<file path="config.mk">
export PLATFORM = sky130hd
export DESIGN_NAME = touch_sensor_settings_bank
export DESIGN_NICKNAME = d
export VERILOG_FILES = /design/src/hw/settings_bank_pkg.sv /design/src/hw/touch_sensor_settings_bank.sv
export SDC_FILE = /design/constraint.sdc
export NUM_CORES = 1
export LEC_CHECK = 0
export BUFFER_PORTS_ARGS = -buffer_cell sky130_fd_sc_hd__buf_2
export CAP_MARGIN = 25
export CORE_MARGIN = 10
export CORE_UTILIZATION = 55
export DETAILED_ROUTE_END_ITERATION = 10
export GPL_TIMING_DRIVEN = 0
export PLACE_DENSITY = 0.76
export SYNTH_ARGS = -nofsm -noshare
export SYNTH_HDL_FRONTEND = slang
export SYNTH_SLANG_ARGS = --single-unit
</file>
<file path="constraint.sdc">
create_clock -name clk_sys -period 2.9 [get_ports clk_sys]
set_input_delay 0.145 -clock clk_sys [delete_from_list [all_inputs] [get_ports clk_sys]]
set_output_delay 0.145 -clock clk_sys [all_outputs]
set_load 0.005 [all_outputs]
</file>
<file path="src/hw/settings_bank_pkg.sv">
// Summary of operation
// - Byte 0 bit 7 set suspends automatic retuning; clear keeps it active unless byte 2 bit 5 is set.
// - Byte 0 bit 6 selects full tuning at 0, partial tuning at 1.
// - Byte 0 bit 5 enables snap detection.
// - Writing 1 to byte 0 bit 4 forces a retune while byte 2 bit 5 is clear, then self-clears.
// - Writing 1 to byte 0 bit 3 reseeds baselines, then self-clears.
// - Byte 0 bit 2 permits streaming during tuning; default on.
// - Writing 1 to byte 1 bit 7 clears reset flag, then self-clears.
// - Byte 1 bit 6 selects 2 MHz at 0, 1 MHz at 1.
// - Byte 1 bit 4 halts all sensing conversions.
// - Byte 1 bit 2 selects self or projected proximity for channel 0.
// - Byte 1 bit 1 forces low power; clears when low power exits.
// - Byte 1 bit 0 sets retune band: eighth or quarter of average.
// - Byte 2 bit 7 makes halt timer expiry enter low power at once.
// - Byte 2 bit 5 freezes all averages and blocks auto-tuning.
// - Byte 2 bit 4 disables raw count filtering.
// - Byte 2 bit 3 disables the serial bus timeout.
// - Byte 2 bit 2 selects streaming at 0, event reporting at 1.
// - Byte 2 bits 1:0 select halt: period, period, never, always.
// - Byte 3 bits 5:4 select tracking divisor 2^5 to 2^8.
// - Byte 3 bit 2 selects one dedicated or all receive electrodes.
// - Byte 3 bit 1 selects absolute or relative coordinates.
// - Byte 3 bit 0 set gives unfiltered XY data.
// - In event mode, each event type is masked by its bit in the event mask.
`default_nettype none
package settings_bank_pkg;
	// ----------------------------------------
	// Group addresses
	// ----------------------------------------
	localparam logic [7:0] ADDR_COMP = 8'h07;
	localparam logic [7:0] ADDR_SETTINGS = 8'h08;
	localparam logic [7:0] ADDR_THRESH = 8'h09;
	localparam logic [7:0] ADDR_EVENT_MASK = 8'h0c;
	// ----------------------------------------
	// Group sizes
	// ----------------------------------------
	localparam int NUM_CHANNELS = 13;
	localparam int NUM_SETTINGS = 7;
	localparam logic [3:0] LAST_CH = 4'hc;
	localparam logic [3:0] LAST_SET = 4'h6;
	// ----------------------------------------
	// Reset values
	// ----------------------------------------
	localparam logic [7:0] RST_COMP = 8'h00;
	localparam logic [7:0] RST_SET0 = 8'h06;
	localparam logic [7:0] RST_SET1 = 8'h00;
	localparam logic [7:0] RST_SET2 = 8'h00;
	localparam logic [7:0] RST_SET3 = 8'h06;
	localparam logic [7:0] RST_SET4 = 8'h07;
	localparam logic [7:0] RST_SET5 = 8'h7f;
	localparam logic [7:0] RST_SET6 = 8'h00;
	localparam logic [7:0] RST_TH0 = 8'h04;
	localparam logic [7:0] RST_THN = 8'h10;
	localparam logic [7:0] RST_EVENT_MASK = 8'hff;
	// ----------------------------------------
	// Field positions
	// ----------------------------------------
	localparam int B0_TUNE_OFF = 7;
	localparam int B0_PARTIAL = 6;
	localparam int B0_SNAP = 5;
	localparam int B0_RETUNE = 4;
	localparam int B0_RESEED = 3;
	localparam int B0_STREAM = 2;
	localparam int B1_ACK_RESET = 7;
	localparam int B1_TRANSFER_FREQ_SEL = 6;
	localparam int B1_HALT_CONV = 4;
	localparam int B1_PROX_PROJ = 2;
	localparam int B1_SLEEP = 1;
	localparam int B1_BAND = 0;
	localparam int B2_SLEEP_HALT = 7;
	localparam int B2_WATCHDOG_DISABLE = 6;
	localparam int B2_FREEZE = 5;
	localparam int B2_CNT_FILT_OFF = 4;
	localparam int B2_TIMEOUT_OFF = 3;
	localparam int B2_EVENT_MODE = 2;
	localparam int B3_RX_MULTI = 2;
	localparam int B3_RELATIVE = 1;
	localparam int B3_UNFILTERED = 0;
	// ----------------------------------------
	// Halt selection codes
	// ----------------------------------------
	localparam logic [1:0] HALT_NEVER = 2'h2;
	localparam logic [1:0] HALT_ALWAYS = 2'h3;

	typedef enum logic [1:0] {HALT_PERIOD, HALT_OFF, HALT_ON} halt_mode_type;

	// Byte port from the serial bus engine
	typedef struct packed {
		logic start;
		logic wr;
		logic rd;
		logic [7:0] addr;
		logic [7:0] wdata;
	} bus_req_type;

	// Decoded controls toward the sensing core
	typedef struct packed {
		logic tune_disable;
		logic partial_tuning_sel;
		logic snap_enable;
		logic force_retune;
		logic reseed;
		logic stream_during_tuning;
		logic ack_reset;
		logic transfer_freq_sel;
		logic halt_conversions;
		logic prox_projected;
		logic force_sleep;
		logic retune_band_sel;
		logic sleep_on_halt;
		logic watchdog_disable;
		logic freeze_average;
		logic count_filter_disable;
		logic timeout_disable;
		logic event_mode;
		halt_mode_type halt_mode;
		logic [1:0] beta_sel;
		logic rx_multi;
		logic relative_coord;
		logic xy_unfiltered;
		logic [7:0] event_mask;
	} ctrl_type;
endpackage
`default_nettype wire

</file>
<file path="src/hw/touch_sensor_settings_bank.sv">
`default_nettype none
module touch_sensor_settings_bank (
	// Clock and reset
	input wire logic clk_sys,
	input wire logic rst_n,
	// Serial bus byte port
	input wire settings_bank_pkg::bus_req_type bus_req,
	output logic [7:0] rdata,
	// Core status
	input wire logic retune_done,
	input wire logic reseed_done,
	input wire logic reset_acked,
	input wire logic low_power_exit,
	input wire logic halt_timer_expired,
	input wire logic [7:0] raw_events,
	// Decoded controls
	output settings_bank_pkg::ctrl_type ctrl,
	output logic sleep_request,
	output logic [7:0] event_flags
);
	import settings_bank_pkg::*;

	// ----------------------------------------
	// State
	// ----------------------------------------
	typedef struct packed {
		logic [NUM_CHANNELS-1:0][7:0] comp;
		logic [NUM_SETTINGS-1:0][7:0] set;
		logic [NUM_CHANNELS-1:0][7:0] thr;
		logic [7:0] emask;
		logic [7:0] grp;
		logic [3:0] idx;
		logic [7:0] rdata;
		ctrl_type ctrl;
		logic sleep_req;
		logic [7:0] events;
	} state_type;

	state_type state_reg;
	state_type state_next;

	// Reset image of the whole bank
	function automatic state_type reset_state();
		state_type s;
		s = '0;
		for (int i = 0; i < NUM_CHANNELS; i++) begin
			s.comp[i] = RST_COMP;
			s.thr[i] = (i == 0) ? RST_TH0 : RST_THN;
		end
		s.set[0] = RST_SET0;
		s.set[1] = RST_SET1;
		s.set[2] = RST_SET2;
		s.set[3] = RST_SET3;
		s.set[4] = RST_SET4;
		s.set[5] = RST_SET5;
		s.set[6] = RST_SET6;
		s.emask = RST_EVENT_MASK;
		s.ctrl.event_mask = RST_EVENT_MASK;
		// Decoded controls match the reset settings while reset is held
		s.ctrl.stream_during_tuning = RST_SET0[B0_STREAM];
		s.ctrl.rx_multi = RST_SET3[B3_RX_MULTI];
		s.ctrl.relative_coord = RST_SET3[B3_RELATIVE];
		return s;
	endfunction

	// Byte read at the current group and index
	function automatic logic [7:0] read_byte(input state_type s);
		logic [7:0] v;
		v = 8'h00;
		case (s.grp)
			ADDR_COMP: if (s.idx <= LAST_CH) v = s.comp[s.idx];
			ADDR_SETTINGS: if (s.idx <= LAST_SET) v = s.set[s.idx];
			ADDR_THRESH: if (s.idx <= LAST_CH) v = s.thr[s.idx];
			ADDR_EVENT_MASK: if (s.idx == 4'h0) v = s.emask;
			default: v = 8'h00;
		endcase
		return v;
	endfunction

	// ----------------------------------------
	// Next state
	// ----------------------------------------
	always_comb begin
		logic [7:0] b0;
		logic [7:0] b1;
		logic [7:0] b2;
		logic [7:0] b3;
		state_next = state_reg;
		// Address phase selects group and restarts at byte 0
		if (bus_req.start) begin
			state_next.grp = bus_req.addr;
			state_next.idx = 4'h0;
		end else if (bus_req.wr) begin
			case (state_reg.grp)
				ADDR_COMP: if (state_reg.idx <= LAST_CH)
					state_next.comp[state_reg.idx] = bus_req.wdata;
				ADDR_SETTINGS: if (state_reg.idx <= LAST_SET)
					state_next.set[state_reg.idx] = bus_req.wdata;
				ADDR_THRESH: if (state_reg.idx <= LAST_CH)
					state_next.thr[state_reg.idx] = bus_req.wdata;
				ADDR_EVENT_MASK: if (state_reg.idx == 4'h0)
					state_next.emask = bus_req.wdata;
				default: ;
			endcase
			// Writing 0 to a command bit leaves a pending command alone
			if (state_reg.grp == ADDR_SETTINGS && state_reg.idx == 4'h0) begin
				state_next.set[0][B0_RETUNE] = state_reg.set[0][B0_RETUNE]
					| bus_req.wdata[B0_RETUNE];
				state_next.set[0][B0_RESEED] = state_reg.set[0][B0_RESEED]
					| bus_req.wdata[B0_RESEED];
			end
			if (state_reg.grp == ADDR_SETTINGS && state_reg.idx == 4'h1) begin
				state_next.set[1][B1_ACK_RESET] = state_reg.set[1][B1_ACK_RESET]
					| bus_req.wdata[B1_ACK_RESET];
				state_next.set[1][B1_SLEEP] = state_reg.set[1][B1_SLEEP]
					| bus_req.wdata[B1_SLEEP];
			end
			// Index saturates so a long burst never wraps back to byte 0
			if (state_reg.idx != 4'hf) begin
				state_next.idx = state_reg.idx + 4'h1;
			end
		end else if (bus_req.rd) begin
			if (state_reg.idx != 4'hf) begin
				state_next.idx = state_reg.idx + 4'h1;
			end
		end
		// Self-clearing command bits; a same-cycle write of 1 keeps them set
		if (retune_done && !(bus_req.wr && bus_req.wdata[B0_RETUNE]
			&& state_reg.grp == ADDR_SETTINGS && state_reg.idx == 4'h0))
			state_next.set[0][B0_RETUNE] = 1'b0;
		if (reseed_done && !(bus_req.wr && bus_req.wdata[B0_RESEED]
			&& state_reg.grp == ADDR_SETTINGS && state_reg.idx == 4'h0))
			state_next.set[0][B0_RESEED] = 1'b0;
		if (reset_acked && !(bus_req.wr && bus_req.wdata[B1_ACK_RESET]
			&& state_reg.grp == ADDR_SETTINGS && state_reg.idx == 4'h1))
			state_next.set[1][B1_ACK_RESET] = 1'b0;
		if (low_power_exit && !(bus_req.wr && bus_req.wdata[B1_SLEEP]
			&& state_reg.grp == ADDR_SETTINGS && state_reg.idx == 4'h1))
			state_next.set[1][B1_SLEEP] = 1'b0;
		// Read data for the byte now addressed
		state_next.rdata = read_byte(state_next);
		// Decode controls from the settings bytes
		b0 = state_next.set[0];
		b1 = state_next.set[1];
		b2 = state_next.set[2];
		b3 = state_next.set[3];
		state_next.ctrl.tune_disable = b0[B0_TUNE_OFF] | b2[B2_FREEZE];
		state_next.ctrl.partial_tuning_sel = b0[B0_PARTIAL];
		state_next.ctrl.snap_enable = b0[B0_SNAP];
		state_next.ctrl.force_retune = b0[B0_RETUNE] & ~b2[B2_FREEZE];
		state_next.ctrl.reseed = b0[B0_RESEED];
		state_next.ctrl.stream_during_tuning = b0[B0_STREAM];
		state_next.ctrl.ack_reset = b1[B1_ACK_RESET];
		state_next.ctrl.transfer_freq_sel = b1[B1_TRANSFER_FREQ_SEL];
		state_next.ctrl.halt_conversions = b1[B1_HALT_CONV];
		state_next.ctrl.prox_projected = b1[B1_PROX_PROJ];
		state_next.ctrl.force_sleep = b1[B1_SLEEP];
		state_next.ctrl.retune_band_sel = b1[B1_BAND];
		state_next.ctrl.sleep_on_halt = b2[B2_SLEEP_HALT];
		state_next.ctrl.watchdog_disable = b2[B2_WATCHDOG_DISABLE];
		state_next.ctrl.freeze_average = b2[B2_FREEZE];
		state_next.ctrl.count_filter_disable = b2[B2_CNT_FILT_OFF];
		state_next.ctrl.timeout_disable = b2[B2_TIMEOUT_OFF];
		state_next.ctrl.event_mode = b2[B2_EVENT_MODE];
		case (b2[1:0])
			HALT_NEVER: state_next.ctrl.halt_mode = HALT_OFF;
			HALT_ALWAYS: state_next.ctrl.halt_mode = HALT_ON;
			default: state_next.ctrl.halt_mode = HALT_PERIOD;
		endcase
		state_next.ctrl.beta_sel = b3[5:4];
		state_next.ctrl.rx_multi = b3[B3_RX_MULTI];
		state_next.ctrl.relative_coord = b3[B3_RELATIVE];
		state_next.ctrl.xy_unfiltered = b3[B3_UNFILTERED];
		state_next.ctrl.event_mask = state_next.emask;
		// Sleep request: forced, or halt timer expiry with sleep-on-halt
		state_next.sleep_req = b1[B1_SLEEP]
			| (b2[B2_SLEEP_HALT] & halt_timer_expired);
		// Only unmasked event types are reported in event mode
		state_next.events = b2[B2_EVENT_MODE]
			? (raw_events & state_next.emask) : raw_events;
	end

	// ----------------------------------------
	// State register
	// ----------------------------------------
	always_ff @(posedge clk_sys or negedge rst_n) begin
		if (!rst_n) begin
			state_reg <= reset_state();
		end else begin
			state_reg <= state_next;
		end
	end

	// Outputs straight from the state register
	assign rdata = state_reg.rdata;
	assign ctrl = state_reg.ctrl;
	assign sleep_request = state_reg.sleep_req;
	assign event_flags = state_reg.events;
endmodule
`default_nettype wire

</file>
==> impl_metrics.toml, run 1 <==
[status]
status = "finished, violations left"
violations = "setup timing"

[route]
vias_per_cell = 6.66
wl_per_cell_um = 28.1
first_pass_iters = 7
drt_wl_total_mm = 53.4
vias = 12658
drc = 0
antenna_left = 0
drt-initial-drc-count = 1798

[setup_path]
cp_max_fo = 6
path_buf_inv = 1
cp.depth = 8
max_stage_delay_ns = 0.62
crit_slowest_cell = "or4_4"
critPathKind = "reg -> reg"
crit_chain = "or4_4 > or4b_4 > buf_6 > mux2_4 > a221o_1 > a21oi_2 > nand4b_1 > nand4_1"
crit_family = "simple AND/OR/NAND/NOR gates"
reg2reg_slack_ns = -0.22
worstPathRequired_ns = 3.35
worstPathArrival_ns = 3.57
endpoint_kind = "flip-flop"
r2r_cells = 8
cp-start-kind = "flip-flop"

[grt]
grtUsageTotal = 0.307
grt.overflow.total = 0
grt_first_pass_wirelength_mm = 78.8
grt_start_max_net_pins = 118
antenna_found_initial = 1
grt_pass1_vias = 12708

[layout]
drive_above_1_share = 0.426
finalNonFillerCells = 1902
largest_register_ffs = 273
diodes = 0
nNetsFinal = 1581
syn_to_final_growth_pct = 26.0

[die]
start_util = 0.560
core_area_um2 = 26100
ios = 84
num_rows = 59
die_x_um = 183
die_h_um = 183
die_area_um2 = 33600

[synthesis]
synth-edff-count = 0
netlist-cell-type-count = 76
ys_warn_count = 0
synthCells = 1318
seq_area_frac_synth = 0.524
netlist_area_um2 = 14600
yosys.area.top_type = "dfrtp_1"
syn_nets = 1356
synth_area_per_cell_um2 = 11.1
ys_seq_elements = 305
yosys-top-cells-area = "dfrtp_1, mux2_2, dfstp_2, a21oi_1, buf_4"
synthFlopType = "dfrtp_1"
synth_top_cell_area_share = 0.461
ys_async_sr_fraction = 1.00

[cts]
cts_buffer_depth = 3
insertion_delay_ns = 0.60
root_buffer = "clkbuf_16"
clk_pin_slew_ns = 0.06
htree_levels = 1
clock_sinks = 305
numCtsBuffers = 31
tritoncts = "built"

[sta]
setup_viol = 8
tightest_slew_ns = 0.912
grt_setup_unrepaired = "yes"
layout_setup_ws_ns = -0.219
fmax_ghz = 0.321
timing.slew.headroom = 0.392
fin_crit_ns = 3.12
hold_viol_final = 0
setup_tns_ns = -0.927
finalCritPeriodShare = 1.08
fin_hold_ws_ns = 0.0688
drv_slew = 0
skew_ns = 0.0316

[power]
powerDensity_nw_per_um2 = 526
leakage_nw = 8.87
ir_drop_mv = 0.446

[hold_path]
hold_depth = 2
hold_class = "in -> reg"

[placed_design]
dp_hpwl_mm = 33.9
io_buffers = 79
dp.cells = 1737
place_ws_ns = -1.71
place_congestion = 0.989

[flow_run]
cap_viol_max_count = 0
[Yosys cell counts (7+ instances only)]
| library cell | count |
|---|---|
| a211oi_1 | 19 |
| a21boi_0 | 8 |
| a21oi_1 | 78 |
| a221oi_1 | 23 |
| a22oi_1 | 9 |
| a31oi_1 | 13 |
| buf_2 | 19 |
| buf_4 | 52 |
| clkbuf_1 | 65 |
| dfrtp_1 | 270 |
| dfstp_2 | 35 |
| inv_1 | 35 |
| mux2_2 | 157 |
| mux2_4 | 7 |
| mux2i_1 | 35 |
| nand2_1 | 99 |
| nand2b_1 | 15 |
| nand3_1 | 10 |
| nand4_1 | 21 |
| nor2_1 | 81 |
| nor2b_1 | 7 |
| nor4_4 | 9 |
| o211ai_1 | 10 |
| o21ai_0 | 74 |
| o221ai_1 | 9 |
| o22ai_1 | 30 |
[power by group]
part	internal, W	total [W]	switching (W)
Combinational	0.000406	0.00120	0.000792
Clock	0.00237	0.00411	0.00175
Sequential	0.00435	0.00440	0.0000470
[layer usage]
| layer | global-route usage | part of all wire | vias to the layer above |
|---|---|---|---|
| met2 | 0.471 | 0.44 | 951 |
| met4 | 0.190 | 0.075 | 0 |
| met1 | 0.374 | 0.36 | 6237 |
| met5 | 0 | 0 | - |
| met3 | 0.0949 | 0.12 | 272 |
| li1 | - | - | 5198 |
[cell families after synthesis]
logic type | count (synthesis) | share of synthesized area
multiplexers | 200 | 0.153
AND/OR/NAND/NOR | 302 | 0.113
buffers and inverters | 182 | 0.0631
AO/OA/AOI/OAI | 325 | 0.144
adder cells (fa/ha/maj) | 4 | 0.00342
flip-flops | 305 | 0.524
[per-stage QoR]
| step | total power (W) | instance area, um^2 | utilization |
|---|---|---|---|
| detailed placement | 0.00540 | 15600 | 0.595 |
| floorplan | 0.00495 | 14600 | - |
| global route | 0.00991 | 18500 | 0.706 |
| CTS | 0.00957 | 18000 | 0.690 |
| global placement | 0.00537 | 15500 | 0.592 |
| finish | 0.00971 | 18500 | 0.706 |
[worst paths after layout]
| kind | from | end |
|---|---|---|
| setup / recovery | state_reg[59] | rdata[7] |
| hold / removal | bus_req[6] | state_reg[172] |
| setup reg to reg | state_reg[59] | rdata[7] |
| hold reg to reg | state_reg[145] | state_reg[145] |
| max in group asynchronous | rst_n | state_reg[265] |
| min in group asynchronous | rst_n | state_reg[58] |
[final cells by class]
type	count	area (um^2)
Timing Repair Buffer	202	1490
Clock buffer	43	871
Clock inverter	14	164
Fill cell	1784	7680
Tap cell	335	419
Sequential cell	305	7680
Inverter	37	154
Multi-Input combinational cell	831	6670
Buffer	135	1000
[what timing repair did]
item | 4_1_cts | 5_1_grt
hold endpoints to repair | 100 | 0
gates resized for setup | 193 | 99
hold buffers | 22 | 0
setup endpoints to repair | 85 | 8
pin swaps | 50 | 30
buffers inserted | 82 | 14
[layout by cell type (no fill, tap or decap), types with 9 or more instances in the layout]
cell type / instances
a211oi_1: 15
a21oi_1: 72
a221oi_1: 12
a221oi_2: 10
a31oi_1: 11
buf_2: 86
buf_4: 152
buf_6: 13
clkbuf_1: 21
clkbuf_16: 31
clkbuf_2: 16
clkbuf_4: 16
clkbuf_8: 12
clkinv_2: 9
dfrtp_1: 267
dfstp_2: 35
dlygate4sd3_1: 22
inv_1: 32
mux2_2: 156
mux2_4: 9
mux2i_1: 30
nand2_1: 96
nand2b_1: 11
nand4_1: 21
nor2_1: 75
nor4_4: 12
o211ai_1: 10
o21ai_0: 52
o21ai_1: 18
o22ai_1: 28
Note: power is estimated with default switching activity, not from simulation.
==> run 2: changes to the inputs <==
--- a/config.mk
+++ b/config.mk
@@ -8,10 +8,11 @@
 export BUFFER_PORTS_ARGS = -buffer_cell sky130_fd_sc_hd__buf_2
 export CAP_MARGIN = 25
 export CORE_MARGIN = 10
-export CORE_UTILIZATION = 55
+export CORE_UTILIZATION = 57
+export CTS_BUF_LIST = sky130_fd_sc_hd__clkbuf_8
 export DETAILED_ROUTE_END_ITERATION = 10
 export GPL_TIMING_DRIVEN = 0
-export PLACE_DENSITY = 0.76
+export PLACE_DENSITY = 0.78
 export SYNTH_ARGS = -nofsm -noshare
 export SYNTH_HDL_FRONTEND = slang
 export SYNTH_SLANG_ARGS = --single-unit
==> impl_metrics.toml, run 2 (synthesized netlist as in run 1, its figures left out) <==
[status]
status = "finished, violations left"
violations = "setup timing"

[layout]
finalNonFillerCells = 1925
layout_common_cells = "dfrtp_1, mux2_2, buf_4, nand2_1, buf_2"
design_area_um2 = 18300
fillers = 1672
largest_register_ffs = 273
nNetsFinal = 1593
multiInputGateArea_um2 = 6650
seqCellArea_um2 = 7680
syn_to_final_growth_pct = 25.0
diodes = 0
drive_above_1_share = 0.423
final_common_cell = "dfrtp_1"

[setup_path]
endpoint_kind = "flip-flop"
worstPathRequired_ns = 3.32
critPathKind = "reg -> reg"
cp-start-kind = "flip-flop"
cp_max_fo = 6
worstPathArrival_ns = 3.57

[sta]
finalCritPeriodShare = 1.08
skew_ns = 0.0307
fmax_ghz = 0.318
fin_hold_ws_ns = 0.0562
timing.slew.headroom = 0.407
tightest_slew_ns = 0.889
drv_slew = 0
hold_viol_final = 0
fin_crit_ns = 3.15
setup_viol = 8
grt_setup_unrepaired = "yes"
layout_setup_ws_ns = -0.246

[cts]
cts_buffer_depth = 3
tritoncts = "built"
root_buffer = "clkbuf_8"
clk_pin_slew_ns = 0.07
htree_levels = 2
numCtsBuffers = 49
clock_sinks = 305
insertion_delay_ns = 0.62

[flow_run]
cap_viol_max_count = 0

[grt]
antenna_found_initial = 0
grt_pass1_vias = 12705
grt_start_max_net_pins = 124
grt.overflow.total = 0
grt_first_pass_wirelength_mm = 77.1
grtUsageTotal = 0.307

[die]
die_x_um = 180
start_util = 0.580
ios = 84
die_area_um2 = 32500
num_rows = 58
die_h_um = 180
core_area_um2 = 25300

[placed_design]
io_buffers = 79
place_ws_ns = -1.64
dp.cells = 1732
placed_area_um2 = 15500
dp_hpwl_mm = 34.2
place_congestion = 1.02

[route]
wl_per_cell_um = 27.3
first_pass_iters = 8
drt_wl_total_mm = 52.5
antenna_left = 0
drc = 0
vias = 12609
vias_per_cell = 6.55
drt-initial-drc-count = 1700

[power]
p_total_w = 0.00937
leakage_nw = 8.88
ir_drop_mv = 0.301
powerDensity_nw_per_um2 = 512

[hold_path]
hold_class = "in -> async"
run 2: worst paths after layout:
| kind | start | to | slack (ns) | depth (start not counted) |
|---|---|---|---|---|
| setup / recovery | state_reg[61] | rdata[7] | -0.25 | 8 |
| hold / removal | rst_n | state_reg[61] | 0.06 | 2 |
| setup reg to reg | state_reg[61] | rdata[7] | -0.25 | 8 |
| hold reg to reg | state_reg[145] | state_reg[145] | 0.48 | 2 |
| max in group asynchronous | rst_n | state_reg[264] | 1.81 | 3 |
| min in group clk_sys | bus_req[0] | state_reg[206] | 0.06 | 2 |
run 2: stage by stage:
stage | util | setup TNS (ns)
floorplan | - | 0
global placement | 0.612 | -1143.13
detailed placement | 0.616 | -14.83
CTS | 0.709 | -0.950
global route | 0.725 | -1.39
finish | 0.725 | -1.42
run 2: routing by layer:
| metal | routed length [um] | global-route usage | up-vias |
|---|---|---|---|
| li1 | - | - | 5228 |
| met1 | 19100 | 0.371 | 6205 |
| met2 | 23100 | 0.466 | 896 |
| met3 | 6420 | 0.0972 | 280 |
| met4 | 3920 | 0.197 | 0 |
| met5 | 0 | 0 | - |
run 2: worst max-delay path: stages (launching register included):
cell and delay (ns):
dfrtp_1 0.39, or4_4 0.62, or4b_4 0.58, buf_6 0.17
mux2_4 0.31, a221o_1 0.35, a21oi_2 0.20, nand4b_1 0.15
nand4_1 0.17
run 2: layout make-up:
| class | count | area share |
|---|---|---|
| Buffer | 133 | 0.0506 |
| Clock buffer | 65 | 0.0489 |
| Clock inverter | 26 | 0.00649 |
| Inverter | 37 | 0.00827 |
| Multi-Input combinational cell | 831 | 0.363 |
| Sequential cell | 305 | 0.419 |
| Tap cell | 330 | 0.0226 |
| Timing Repair Buffer | 198 | 0.0806 |
run 2: power breakdown:
group          switching (W)  internal (W)  total [W]
clock network        0.00179       0.00200    0.00379
logic               0.000784      0.000401    0.00118
registers          0.0000431       0.00436    0.00440
run 2: timing repair:
action / CTS / global route
gates resized for setup: 176 / 104
hold buffers: 23 / 0
setup endpoints to repair: 43 / 8
pin swaps: 45 / 29
buffers inserted: 73 / 18
endpoints found under the hold margin: 89 / 0
